$ cat src/design/gpsw_pkg.sv
// Behaviour
// - Index f6 reads bank A pin levels
// - Index f9 reads bank B pins 0,2,3,4
// - Index fa reads bank C pin levels
// - Runtime indexes 01,03,04 alias bank read-back registers; 02,05,06 show external registers
// - Bank A pins individually enabled onto irq one
// - Bank B/C pins individually enabled onto irq two
// - Control zero: sleep write starts sleep sequence
// - Control one: sleep write raises management interrupt
// - Every sleep write sets sleep-write seen flag
// - Wake control zero: only power-on fall sets wake
// - Wake control one: enabled wake events also set
// - Bit 7 zero keeps low-speed PLL off
// - Bit 7 one runs PLL for IR wake
// - Config and read-back registers reset to zero
package gpsw_pkg;

    // ****************************************************************
    // Register indexes
    // ****************************************************************
    localparam logic [7:0] GPSW_IDX_CFG = 8'hf0;
    localparam logic [7:0] GPSW_IDX_BANK_A = 8'hf6;
    localparam logic [7:0] GPSW_IDX_BANK_B = 8'hf9;
    localparam logic [7:0] GPSW_IDX_BANK_C = 8'hfa;
    // Runtime aliases in the 01-06 window
    localparam logic [7:0] GPSW_RT_BANK_A = 8'h01;
    localparam logic [7:0] GPSW_RT_WDOG = 8'h02;
    localparam logic [7:0] GPSW_RT_BANK_B = 8'h03;
    localparam logic [7:0] GPSW_RT_BANK_C = 8'h04;
    localparam logic [7:0] GPSW_RT_SPWR_EN = 8'h05;
    localparam logic [7:0] GPSW_RT_SPWR_STS = 8'h06;
    // Block-local registers
    localparam logic [7:0] GPSW_IDX_IRQ_EN_A = 8'he0;
    localparam logic [7:0] GPSW_IDX_IRQ_EN_B = 8'he1;
    localparam logic [7:0] GPSW_IDX_IRQ_EN_C = 8'he2;
    localparam logic [7:0] GPSW_IDX_SLEEP = 8'he3;
    localparam logic [7:0] GPSW_IDX_STATUS = 8'he4;
    localparam logic [7:0] GPSW_IDX_MASK = 8'he5;

    // ****************************************************************
    // Field positions and masks
    // ****************************************************************
    localparam int GPSW_CFG_SLEEP_ACT = 0;
    localparam int GPSW_CFG_WAKE_SRC = 1;
    localparam int GPSW_CFG_PLL = 7;
    localparam logic [7:0] GPSW_CFG_MASK = 8'h83;
    localparam logic [7:0] GPSW_BANK_B_MASK = 8'h1d;
    localparam int GPSW_SLP_REQ = 0;
    localparam int GPSW_SLP_TYPE_LSB = 1;
    localparam int GPSW_ST_SLEEP_SEEN = 0;
    localparam int GPSW_ST_WAKE = 1;
    localparam int GPSW_ST_SEQ = 2;
    localparam int GPSW_ST_SMI = 3;
    localparam logic [3:0] GPSW_STATUS_RST = 4'h0;
    localparam logic [7:0] GPSW_REG_RST = 8'h00;

    // Register bus request
    typedef struct packed {
        logic [7:0] addr;
        logic [7:0] wdata;
        logic wr;
        logic rd;
    } gpsw_bus_t;

    // Externally held registers shown through the runtime window
    typedef struct packed {
        logic [7:0] wdog;
        logic [7:0] spwr_en;
        logic [7:0] spwr_sts;
    } gpsw_ext_t;

endpackage

$ cat src/design/gpsw_regs.sv
// The address-and-strobe port was chosen for this implementation.
`timescale 1ns/1ps
module gpsw_regs #(
    parameter int BANK_A_W = 8,
    parameter int BANK_C_W = 8
) (
    input wire logic CLOCK,
    input wire logic RST,
    input wire logic CE,
    input wire gpsw_pkg::gpsw_bus_t BUS,
    input wire logic CONFIG_MODE,
    input wire gpsw_pkg::gpsw_ext_t EXT_REGS,
    input wire logic [BANK_A_W-1:0] BANK_A_PINS,
    input wire logic [7:0] BANK_B_PINS,
    input wire logic [BANK_C_W-1:0] BANK_C_PINS,
    input wire logic POWER_ON_REQUEST_N,
    input wire logic WAKE_EVENT,
    output logic [7:0] RDATA,
    output logic PIN_IRQ_OUT_FIRST,
    output logic PIN_IRQ_OUT_SECOND,
    output logic SLEEP_START,
    output logic [2:0] SLEEP_TYPE,
    output logic SYSTEM_MGMT_INTERRUPT,
    output logic IR_WAKE_PLL_ENABLE,
    output logic IRQ
);

    // ****************************************************************
    // State registers
    // ****************************************************************
    logic [7:0] cfg_r, cfg_nxt;            // Sleep/wake configuration
    logic [7:0] bank_a_r, bank_a_nxt;      // Bank A sampled levels
    logic [7:0] bank_b_r, bank_b_nxt;      // Bank B sampled levels
    logic [7:0] bank_c_r, bank_c_nxt;      // Bank C sampled levels
    logic [7:0] en_a_r, en_a_nxt;          // Bank A irq enables
    logic [7:0] en_b_r, en_b_nxt;          // Bank B irq enables
    logic [7:0] en_c_r, en_c_nxt;          // Bank C irq enables
    logic [2:0] slp_type_r, slp_type_nxt;  // Sleep type field
    logic [3:0] sts_r, sts_nxt;            // Sticky event status
    logic [3:0] mask_r, mask_nxt;          // Interrupt mask
    logic pon_prev_r, pon_prev_nxt;        // Previous power-on request
    logic [7:0] rdata_r, rdata_nxt;        // Read data
    logic irq1_r, irq1_nxt;                // First pin interrupt
    logic irq2_r, irq2_nxt;                // Second pin interrupt
    logic slp_start_r, slp_start_nxt;      // Sleep sequence start pulse
    logic smi_r, smi_nxt;                  // Management interrupt pulse
    logic irq_r, irq_nxt;                  // Summary interrupt

    // Padded pin vectors
    logic [7:0] pins_a, pins_c;
    logic sleep_wr, pon_fall;
    logic [3:0] events;

    // Decode of which register an access selects; config mode aware
    function automatic logic [7:0] map_idx(input logic [7:0] a, input logic cfg_mode);
        logic [7:0] r;
        r = a;
        if (!cfg_mode) begin
            case (a)
                gpsw_pkg::GPSW_RT_BANK_A: r = gpsw_pkg::GPSW_IDX_BANK_A;
                gpsw_pkg::GPSW_RT_BANK_B: r = gpsw_pkg::GPSW_IDX_BANK_B;
                gpsw_pkg::GPSW_RT_BANK_C: r = gpsw_pkg::GPSW_IDX_BANK_C;
                default: r = a;
            endcase
        end
        return r;
    endfunction

    // ****************************************************************
    // Next-state logic
    // ****************************************************************
    always_comb begin
        logic [7:0] idx;
        idx = map_idx(BUS.addr, CONFIG_MODE);
        pins_a = 8'h00;
        pins_a[BANK_A_W-1:0] = BANK_A_PINS;
        pins_c = 8'h00;
        pins_c[BANK_C_W-1:0] = BANK_C_PINS;
        cfg_nxt = cfg_r;
        en_a_nxt = en_a_r;
        en_b_nxt = en_b_r;
        en_c_nxt = en_c_r;
        slp_type_nxt = slp_type_r;
        mask_nxt = mask_r;
        rdata_nxt = 8'h00;
        sleep_wr = 1'b0;
        // Sample live pin levels every cycle that CE is high
        bank_a_nxt = pins_a;
        bank_b_nxt = BANK_B_PINS & gpsw_pkg::GPSW_BANK_B_MASK;
        bank_c_nxt = pins_c;
        pon_prev_nxt = POWER_ON_REQUEST_N;
        pon_fall = pon_prev_r & ~POWER_ON_REQUEST_N;
        // Writes; read-back registers have no write decode
        if (BUS.wr) begin
            case (idx)
                gpsw_pkg::GPSW_IDX_CFG: cfg_nxt = BUS.wdata & gpsw_pkg::GPSW_CFG_MASK;
                gpsw_pkg::GPSW_IDX_IRQ_EN_A: en_a_nxt = BUS.wdata;
                gpsw_pkg::GPSW_IDX_IRQ_EN_B: en_b_nxt = BUS.wdata;
                gpsw_pkg::GPSW_IDX_IRQ_EN_C: en_c_nxt = BUS.wdata;
                gpsw_pkg::GPSW_IDX_SLEEP: begin
                    slp_type_nxt = BUS.wdata[gpsw_pkg::GPSW_SLP_TYPE_LSB +: 3];
                    sleep_wr = BUS.wdata[gpsw_pkg::GPSW_SLP_REQ];
                end
                gpsw_pkg::GPSW_IDX_MASK: mask_nxt = BUS.wdata[3:0];
                default: ;
            endcase
        end
        // Sleep write action follows the control bit
        slp_start_nxt = sleep_wr & ~cfg_r[gpsw_pkg::GPSW_CFG_SLEEP_ACT];
        smi_nxt = sleep_wr & cfg_r[gpsw_pkg::GPSW_CFG_SLEEP_ACT];
        // Sticky events
        events = 4'h0;
        events[gpsw_pkg::GPSW_ST_SLEEP_SEEN] = sleep_wr;
        events[gpsw_pkg::GPSW_ST_WAKE] = pon_fall
            | (WAKE_EVENT & cfg_r[gpsw_pkg::GPSW_CFG_WAKE_SRC]);
        events[gpsw_pkg::GPSW_ST_SEQ] = slp_start_nxt;
        events[gpsw_pkg::GPSW_ST_SMI] = smi_nxt;
        sts_nxt = sts_r;
        // Read clears status; a same-cycle event still wins
        if (BUS.rd && idx == gpsw_pkg::GPSW_IDX_STATUS) begin
            sts_nxt = 4'h0;
        end
        sts_nxt = sts_nxt | events;
        // Read mux
        if (BUS.rd) begin
            case (idx)
                gpsw_pkg::GPSW_IDX_CFG: rdata_nxt = cfg_r;
                gpsw_pkg::GPSW_IDX_BANK_A: rdata_nxt = bank_a_r;
                gpsw_pkg::GPSW_IDX_BANK_B: rdata_nxt = bank_b_r;
                gpsw_pkg::GPSW_IDX_BANK_C: rdata_nxt = bank_c_r;
                gpsw_pkg::GPSW_IDX_IRQ_EN_A: rdata_nxt = en_a_r;
                gpsw_pkg::GPSW_IDX_IRQ_EN_B: rdata_nxt = en_b_r;
                gpsw_pkg::GPSW_IDX_IRQ_EN_C: rdata_nxt = en_c_r;
                gpsw_pkg::GPSW_IDX_SLEEP: rdata_nxt = {4'h0, slp_type_r, 1'b0};
                gpsw_pkg::GPSW_IDX_STATUS: rdata_nxt = {4'h0, sts_r};
                gpsw_pkg::GPSW_IDX_MASK: rdata_nxt = {4'h0, mask_r};
                default: begin
                    // Runtime aliases of externally held registers
                    if (!CONFIG_MODE && idx == gpsw_pkg::GPSW_RT_WDOG) begin
                        rdata_nxt = EXT_REGS.wdog;
                    end else if (!CONFIG_MODE && idx == gpsw_pkg::GPSW_RT_SPWR_EN) begin
                        rdata_nxt = EXT_REGS.spwr_en;
                    end else if (!CONFIG_MODE && idx == gpsw_pkg::GPSW_RT_SPWR_STS) begin
                        rdata_nxt = EXT_REGS.spwr_sts;
                    end else begin
                        rdata_nxt = 8'h00;
                    end
                end
            endcase
        end
        // Pin interrupts from enabled high levels
        irq1_nxt = |(bank_a_r & en_a_r);
        irq2_nxt = |(bank_b_r & en_b_r) | |(bank_c_r & en_c_r);
        irq_nxt = |(sts_nxt & mask_r);
    end

    // ****************************************************************
    // Registers
    // ****************************************************************
    always_ff @(posedge CLOCK) begin
        if (RST) begin
            cfg_r <= gpsw_pkg::GPSW_REG_RST;
            bank_a_r <= gpsw_pkg::GPSW_REG_RST;
            bank_b_r <= gpsw_pkg::GPSW_REG_RST;
            bank_c_r <= gpsw_pkg::GPSW_REG_RST;
            en_a_r <= gpsw_pkg::GPSW_REG_RST;
            en_b_r <= gpsw_pkg::GPSW_REG_RST;
            en_c_r <= gpsw_pkg::GPSW_REG_RST;
            slp_type_r <= 3'h0;
            sts_r <= gpsw_pkg::GPSW_STATUS_RST;
            mask_r <= gpsw_pkg::GPSW_STATUS_RST;
            pon_prev_r <= 1'b1;
            rdata_r <= gpsw_pkg::GPSW_REG_RST;
            irq1_r <= 1'b0;
            irq2_r <= 1'b0;
            slp_start_r <= 1'b0;
            smi_r <= 1'b0;
            irq_r <= 1'b0;
        end else if (CE) begin
            cfg_r <= cfg_nxt;
            bank_a_r <= bank_a_nxt;
            bank_b_r <= bank_b_nxt;
            bank_c_r <= bank_c_nxt;
            en_a_r <= en_a_nxt;
            en_b_r <= en_b_nxt;
            en_c_r <= en_c_nxt;
            slp_type_r <= slp_type_nxt;
            sts_r <= sts_nxt;
            mask_r <= mask_nxt;
            pon_prev_r <= pon_prev_nxt;
            rdata_r <= rdata_nxt;
            irq1_r <= irq1_nxt;
            irq2_r <= irq2_nxt;
            slp_start_r <= slp_start_nxt;
            smi_r <= smi_nxt;
            irq_r <= irq_nxt;
        end
    end

    // ****************************************************************
    // Outputs
    // ****************************************************************
    assign RDATA = rdata_r;
    assign PIN_IRQ_OUT_FIRST = irq1_r;
    assign PIN_IRQ_OUT_SECOND = irq2_r;
    assign SLEEP_START = slp_start_r;
    assign SLEEP_TYPE = slp_type_r;
    assign SYSTEM_MGMT_INTERRUPT = smi_r;
    assign IR_WAKE_PLL_ENABLE = cfg_r[gpsw_pkg::GPSW_CFG_PLL];
    assign IRQ = irq_r;

endmodule

$ cat config.mk
export PLATFORM = sky130hd
export DESIGN_NAME = gpsw_regs
export DESIGN_NICKNAME = d
export VERILOG_FILES = /design/src/design/gpsw_pkg.sv /design/src/design/gpsw_regs.sv
export SDC_FILE = /design/constraint.sdc
export NUM_CORES = 1
export LEC_CHECK = 0
export ABC_AREA = 1
export BUFFER_PORTS_ARGS = -buffer_cell sky130_fd_sc_hd__buf_4
export CORE_MARGIN = 3
export CORE_UTILIZATION = 54
export DETAILED_ROUTE_END_ITERATION = 12
export PLACE_DENSITY = 0.76
export SLEW_MARGIN = 20
export SYNTH_ARGS = -nofsm -noshare
export SYNTH_HDL_FRONTEND = slang
export SYNTH_SLANG_ARGS = --single-unit
$ cat constraint.sdc
create_clock -name CLOCK -period 2.4 [get_ports CLOCK]
set_input_delay 0.24 -clock CLOCK [delete_from_list [all_inputs] [get_ports CLOCK]]
set_output_delay 0.24 -clock CLOCK [all_outputs]
set_load 0.005 [all_outputs]
=== Word level (Yosys, flattened, before mapping) ===
Index checks and enable logic that the tools add are counted.

* Flip-flop bits (word level): 72
* Output and inout port bits: 17
* Logic and storage cells: 71

* Equal/unequal tests: 16
* Multiplexer cells: 10
* Bitwise logic cells: 13
* Reduce and logical (&&, ||, !) cells: 15

{| class="wikitable"
|+ Operator list
! cell !! number
|-
| 8-bit == test (second input constant) || 10
|-
| 8-bit one-hot mux with 10 select lines || 1
|-
| 8-bit two-way mux || 5
|-
| 8-bit by 3-bit == test with 1-bit output (second input constant) || 3
|-
| 8-bit one-hot mux with 3 select lines || 1
|-
| 8-bit OR reduction || 3
|-
| 3-bit AND reduction || 6
|-
| 8-bit AND || 2
|-
| 8-bit by 2-bit == test with 1-bit output (second input constant) || 2
|-
| 5-bit by 8-bit AND with 8-bit output || 1
|-
| 8-bit by 1-bit == test with 1-bit output (second input constant) || 1
|-
| 1-bit AND || 4
|-
| 4-bit AND || 1
|-
| 1-bit logical AND || 4
|-
| 4-bit two-way mux || 1
|-
| 4-bit OR || 1
|-
| 4-bit OR reduction || 1
|-
| 1-bit two-way mux || 2
|-
| 1-bit NOT || 2
|-
| 1-bit OR || 2
|-
| 1-bit logical NOT || 1
|}

=== Logic depth before layout (Yosys ltp) ===
Gate-level depths: netlist of run 1.

* Depth in word-level cells: 10
* Mapped depth: 16

=== Least setup slack after synthesis of run 1 ===
Ideal clock, no wire load.

* Kind: input to register
* Start point: input BUS[13] in the netlist's numbering
* End point: register en_a_r[6]
* Setup time: 119 ps
* Arrival time: 1689 ps
* Path slack: 592 ps
* Stages: 13
* Buffers on the path: 1
* Cells stage by stage: inv_1 > nand2_1 > nor2_2 > nand3_4 > nand2_2 > nand2_1 > inv_2 > nand3_1 > nor2_2 > nand2_1 > buf_2 > o21ai_0 > a21oi_1

* Cells in the longest elaborated chain, start to end: 5
* Elaborated cells on any way between the ends: 7
* Classes of those cells: eq/ne (4); mux (2); reduce/logical (1)

{| class="wikitable"
|+ Ends and longest elaborated chain
! what !! RTL line !! RTL
|-
| start: declaration || gpsw_regs.sv:10 || <nowiki>input wire gpsw_pkg::gpsw_bus_t BUS,</nowiki>
|-
| 8-bit by 3-bit == test with 1-bit output, or another cell as far along || gpsw_regs.sv:59 || <nowiki>case (a)</nowiki>
|-
| 8-bit one-hot mux with 3 select lines || gpsw_regs.sv:59 ||
|-
| 8-bit two-way mux * || gpsw_regs.sv:58 || <nowiki>if (!cfg_mode) begin</nowiki>
|-
| 8-bit == test * || gpsw_regs.sv:95 || <nowiki>case (idx)</nowiki>
|-
| 3-bit AND reduction (no line) * || - ||
|-
| end signal: assignment || gpsw_regs.sv:166 || <nowiki>en_a_r <= gpsw_pkg::GPSW_REG_RST;</nowiki>
|-
| end signal: assignment || gpsw_regs.sv:184 || <nowiki>en_a_r <= en_a_nxt;</nowiki>
|-
| end: declaration || gpsw_regs.sv:35 || <nowiki>logic [7:0] en_a_r, en_a_nxt;</nowiki>
|}

Mark *: on every way between the ends. The rest lies on a longest branch, timed or not.
A chain may end at the register's enable or synchronous reset.

=== Final worst setup path of run 1 ===
* Start point: input BUS[15] in the netlist's numbering
* End point: register en_c_r[1]

* Cells in the longest elaborated chain, start to end: 5
* Elaborated cells on any way between the ends: 7
* Classes of those cells: eq/ne (4); mux (2); reduce/logical (1)

{| class="wikitable"
|+ Ends and longest elaborated chain
! what !! RTL line !! RTL
|-
| 8-bit by 3-bit == test with 1-bit output, or another cell as far along || gpsw_regs.sv:59 ||
|-
| 8-bit one-hot mux with 3 select lines || gpsw_regs.sv:59 ||
|-
| 8-bit two-way mux * || gpsw_regs.sv:58 ||
|-
| 8-bit == test * || gpsw_regs.sv:95 ||
|-
| 3-bit AND reduction (no line) * || - ||
|-
| end signal: assignment || gpsw_regs.sv:168 || <nowiki>en_c_r <= gpsw_pkg::GPSW_REG_RST;</nowiki>
|-
| end signal: assignment || gpsw_regs.sv:186 || <nowiki>en_c_r <= en_c_nxt;</nowiki>
|-
| end: declaration || gpsw_regs.sv:37 || <nowiki>logic [7:0] en_c_r, en_c_nxt;</nowiki>
|}

Marks and branches as above.

==> impl_metrics.json, run 1 <==
{
  "viasPerCell": 5.59,
  "wl_per_cell_um": 15.6,
  "slew_violations": 0,
  "irDropWorstVdd_mv": 0.419,
  "ys_top_cells_by_area": "dfxtp_1 37%, nand3_1 13%, nand2_1 11%",
  "dieArea_um2": 8220,
  "p_leak_nw": 2.16,
  "areaGrowthSynthToFinish_pct": 25.3,
  "die-width_um": 90.7,
  "path_class": "input port to flop",
  "port_buffers": 84,
  "startpoint_type": "input port",
  "syn_area_um2": 3870,
  "relSlewSlack": 0.619,
  "tns_ns": 0,
  "antenna_found_initial": 0,
  "synth_compound_area_frac": 0.173,
  "arrival_ns": 2.16,
  "diodes": 0,
  "fin_ws_ns": 0.474,
  "synth.top_cell.area_share": 0.372,
  "htreeDepth": 3,
  "period_share": 0.802,
  "synth-xor-area-share": 0,
  "fin_util": 0.706,
  "cts_num_sinks": 72,
  "drive_above_1_share": 0.218,
  "synth_top_family_by_area": "simple AND/OR/NAND/NOR gates",
  "hold_class": "input port to flop",
  "first_global_vias": 4015,
  "synth_cell_types": 29,
  "tritoncts": "built",
  "grt_pass1_wl_um": 19900,
  "cp.required_ns": 2.64,
  "ant_nets": 0,
  "yosysWarnings": 0,
  "worstPathMaxFanout": 12,
  "rows": 30,
  "power_density_nw_per_um2": 525,
  "fin_skew_ns": 0.0138,
  "dpl_cell_area_um2": 4640,
  "cts_buffer_depth": 2,
  "clk_pin_slew_ns": 0.08,
  "postCtsSetupBuffers": 0,
  "place_ws_ns": 0.124,
  "syn_area_per_cell_um2": 6.55,
  "dr.pass1.iters": 5,
  "cts_root_buf": "clkbuf_8",
  "syn_inst": 591,
  "max_cap_viol_count": 0,
  "layout_min_cycle_time_ns": 1.93,
  "drcViolationCount": 0,
  "end_kind": "flop",
  "num_vias": 4362,
  "placed_cells": 764,
  "finalNonFillerCells": 780,
  "ys_seq_area_frac": 0.372,
  "outcome": "finished clean",
  "synth_adder_area_share": 0,
  "ys_ff_latch": 72,
  "grt_overflow": 0,
  "muxShareOfSynthArea": 0,
  "pin_count": 89,
  "grt_usage": 0.302,
  "cts-resized-gates": 0,
  "worstMarginPinSlew_ns": 0.570,
  "hold_viol": 0,
  "nNetsFinal": 751,
  "clock_latency_ns": 0.36,
  "numCtsBuffers": 9,
  "max_freq_ghz": 0.519,
  "hold_ws_ns": 0.103,
  "routed_wl_um": 12200,
  "design_area_um2": 4850,
  "die_y_um": 90.7,
  "hold_buffers": 0,
  "core_area_um2": 6870,
  "syn_nets": 663,
  "synth-simple-area-share": 0.377,
  "grt_max_degree": 44,
  "yosys.area.top_type": "dfxtp_1",
  "drt-initial-drc-count": 396,
  "grt_setup_unrepaired": "no",
  "place_congestion": 0.932,
  "finalPower_mw": 2.54,
  "dp_hpwl_um": 9300,
  "initial_core_util": 0.563,
  "setup_viol": 0
}
power by group:
group | leakage [nW] | internal (mW) | total [mW] | switching [mW]
Sequential | 0.586 | 1.22 | 1.25 | 0.0258
Combinational | 1.48 | 0.121 | 0.277 | 0.156
Clock | 0.101 | 0.518 | 1.02 | 0.500
registers in the layout (all words and copies together), names as in the netlist:
name	cells
SLEEP_TYPE	3
en_b_r	8
pon_prev_r	1
en_a_r	8
PIN_IRQ_OUT_FIRST	1
PIN_IRQ_OUT_SECOND	1
sts_r	4
RDATA	8
cfg_r	3
en_c_r	8
bank_a_r	8
mask_r	4
SLEEP_START	1
SYSTEM_MGMT_INTERRUPT	1
bank_c_r	8
IRQ	1
bank_b_r	4
critical path: stages:
cell	delay (ns)
buf_4	0.12
nor2_1	0.16
nand2_2	0.09
inv_2	0.09
nand3_1	0.17
nand2_1	0.12
o21bai_4	0.18
nand2_1	0.10
nor2_2	0.25
nand2_1	0.31
o21ai_0	0.27
a21oi_1	0.06
per-layer routing:
layer	up-vias	track usage	wire, um
li1	2152	-	-
met1	1993	0.407	5240
met2	197	0.476	5690
met3	20	0.0725	999
met4	0	0.0957	251
met5	-	0	0
path summary, 6_finish.rpt:
| path | start | endpoint | slack (ns) | cells past startpoint |
|---|---|---|---|---|
| worst max-delay path | BUS[15] | en_c_r[1]$_SDFFE_PP0P_ | 0.47 | 12 |
| worst min-delay path | BANK_C_PINS[2] | bank_c_r[2]$_SDFFE_PP0P_ | 0.10 | 3 |
| worst max register to register | en_c_r[1]$_SDFFE_PP0P_ | PIN_IRQ_OUT_SECOND$_SDFFE_PP0P_ | 1.27 | 4 |
| worst min register to register | SLEEP_START$_SDFFE_PP0P_ | SLEEP_START$_SDFFE_PP0P_ | 0.47 | 2 |
layout by cell type (no fill, tap or decap), drive strengths merged, types with 4 or more instances in the layout:
master | netlist | final
nand4 | 4 | 4
clkbuf | 17 | 11
inv | 54 | 56
nor2 | 80 | 80
buf | 6 | 100
a21oi | 53 | 53
nand2 | 123 | 123
a221oi | 5 | 5
nand3 | 109 | 109
o21ai | 58 | 58
dfxtp | 72 | 72
cells by family (layout without fill, tap and decap cells):
logic type	after synthesis	count (layout)
and+or+nand+nor	318	318
buffers and inverters	77	170
DFF	72	72
AOI/OAI and AO/OA	124	124
Yosys cell counts, drive strengths merged:
master	number
o21bai	1
a22oi	1
o22ai	2
nand3	109
o211ai	1
o21ai	58
inv	54
nand4	4
dfxtp	72
nand2	123
a21oi	53
buf	6
a22o	1
nor2	80
a31oi	1
clkbuf	17
a41oi	1
a221oi	5
nor3	2
cell type report:
type / count / area (um2)
multi-input cells: 442 / 2130
fillers: 646 / 2020
flip-flops and latches: 72 / 1440
repair buffers: 100 / 751
inverters: 54 / 203
clock buffers: 11 / 141
well taps: 96 / 120
clock inverters: 5 / 63.8
No activity file was read; power rests on OpenSTA's default activity.
==> run 2: changes to the inputs <==
==> constraint.sdc (replaced) <==
create_clock -name CLOCK -period 1.8 [get_ports CLOCK]
set_input_delay 0.18 -clock CLOCK [delete_from_list [all_inputs] [get_ports CLOCK]]
set_output_delay 0.18 -clock CLOCK [all_outputs]
set_load 0.005 [all_outputs]
==> impl_metrics.json, run 2 (synthesis results as in run 1) <==
{
  "outcome": "finished clean",
  "clock_latency_ns": 0.35,
  "path_class": "input port to flop",
  "cts_buffer_depth": 2,
  "port_buffers": 84,
  "tritoncts": "built",
  "grt_pass1_wl_um": 20900,
  "ant_nets": 0,
  "finalPower_mw": 3.26,
  "clk_pin_slew_ns": 0.07,
  "period_share": 0.964,
  "worstPathMaxFanout": 5,
  "core_area_um2": 6870,
  "fin_util": 0.760,
  "drt-initial-drc-count": 375,
  "grt_max_degree": 43,
  "die_y_um": 90.7,
  "slowest_stage": "nand3_1",
  "hold_viol": 0,
  "grt_usage": 0.314,
  "areaGrowthSynthToFinish_pct": 35.0,
  "worstMarginPinSlew_ns": 0.421,
  "diodes": 0,
  "fin_ws_ns": 0.0645,
  "final_common_cell": "buf_4",
  "dieArea_um2": 8220,
  "cpPeakStageDelay_ns": 0.19,
  "rows": 30,
  "nNetsFinal": 783,
  "place_congestion": 1.06,
  "grt_overflow": 0,
  "placed_cells": 791,
  "finalNonFillerCells": 812,
  "design_area_um2": 5220,
  "drcViolationCount": 0,
  "hold_class": "input port to flop",
  "routed_wl_um": 12700,
  "place_ws_ns": -0.374,
  "fin_skew_ns": 0.0113,
  "startpoint_type": "input port",
  "pin_count": 89,
  "p_leak_nw": 2.35,
  "wl_per_cell_um": 15.7,
  "grt_setup_unrepaired": "yes",
  "final_cell_mix": "128 x buf_4, 114 x nand2_1, 99 x nand3_1",
  "cts_num_sinks": 72,
  "path_cells": "buf_4 > nor2_2 > nand2_2 > inv_2 > nand3_1 > nand3_2 > nor2_4 > nand2_1 > nor2_4 > buf_4 > nand2_1 > nand3_1 > nor2_1 > nand2_1 > nand3_1 > a21oi_1",
  "initial_core_util": 0.563,
  "dp_hpwl_um": 9730,
  "viasPerCell": 5.57,
  "numCtsBuffers": 9,
  "dpl_cell_area_um2": 4890,
  "irDropWorstVdd_mv": 0.675,
  "antenna_found_initial": 0,
  "cts_root_buf": "clkbuf_8",
  "end_kind": "flop",
  "cp.required_ns": 2.02,
  "num_vias": 4519,
  "dr.pass1.iters": 5,
  "first_global_vias": 4317,
  "setup_viol": 0,
  "arrival_ns": 1.96,
  "drive_above_1_share": 0.278,
  "power_density_nw_per_um2": 625,
  "layout_min_cycle_time_ns": 1.74,
  "slew_violations": 0,
  "die-width_um": 90.7,
  "relSlewSlack": 0.719,
  "max_cap_viol_count": 0,
  "max_freq_ghz": 0.576,
  "htreeDepth": 3
}
-- run 2: worst paths after layout --
| path | startpoint | end | slack (ns) | cells after the start |
|---|---|---|---|---|
| worst max-delay path | BUS[15] | RDATA[5]$_SDFFE_PP0P_ | 0.06 | 16 |
| worst min-delay path | BANK_A_PINS[2] | bank_a_r[2]$_SDFFE_PP0P_ | 0.05 | 3 |
| worst max register to register | en_b_r[3]$_SDFFE_PP0P_ | PIN_IRQ_OUT_SECOND$_SDFFE_PP0P_ | 0.72 | 3 |
| worst min register to register | RDATA[4]$_SDFFE_PP0P_ | RDATA[4]$_SDFFE_PP0P_ | 0.47 | 2 |
-- run 2: critical path, delay by kind of cell --
family / cells / cell delay, ns
and+or+nand+nor: 12 / 1.35
buffers and inverters: 3 / 0.36
AOI/OAI and AO/OA: 1 / 0.06
-- run 2: power by group --
| part | leakage, nW | internal (mW) | switching [mW] |
|---|---|---|---|
| registers | 0.586 | 1.63 | 0.0362 |
| clock network | 0.0930 | 0.536 | 0.628 |
| logic | 1.67 | 0.201 | 0.229 |
-- run 2: through the flow --
stage | hold slack [ns] | setup TNS (ns)
3_3_place_gp | 0.400 | -8.71
3_5_place_dp | 0.405 | -10.58
4_1_cts | 0.0442 | 0
5_1_grt | 0.0487 | -0.312
2_1_floorplan | 0.315 | 0
6_report | 0.0535 | 0
-- run 2: area by class of cell --
type | instances | area [um2]
multi-input combinational | 442 | 2240
tap | 96 | 120
clock inverter | 5 | 32.5
fill | 592 | 1650
sequential | 72 | 1440
inverter | 54 | 205
clock buffer | 11 | 141
timing repair buffer | 132 | 1040
-- run 2: routing by layer --
layer / up-vias / GRT usage / wire length [um]
met3: 36 / 0.0575 / 928
met2: 208 / 0.510 / 6000
met1: 2055 / 0.416 / 5460
met4: 0 / 0.116 / 346
met5: - / 0 / 0
li1: 2220 / - / -
-- run 2: timing repair --
item / 4_1_cts / 5_1_grt
buffers inserted: 0 / 5
pin swaps: 0 / 7
hold buffers: 0 / 0
resized for setup: 1 / 31
setup endpoints to repair: 3 / 34
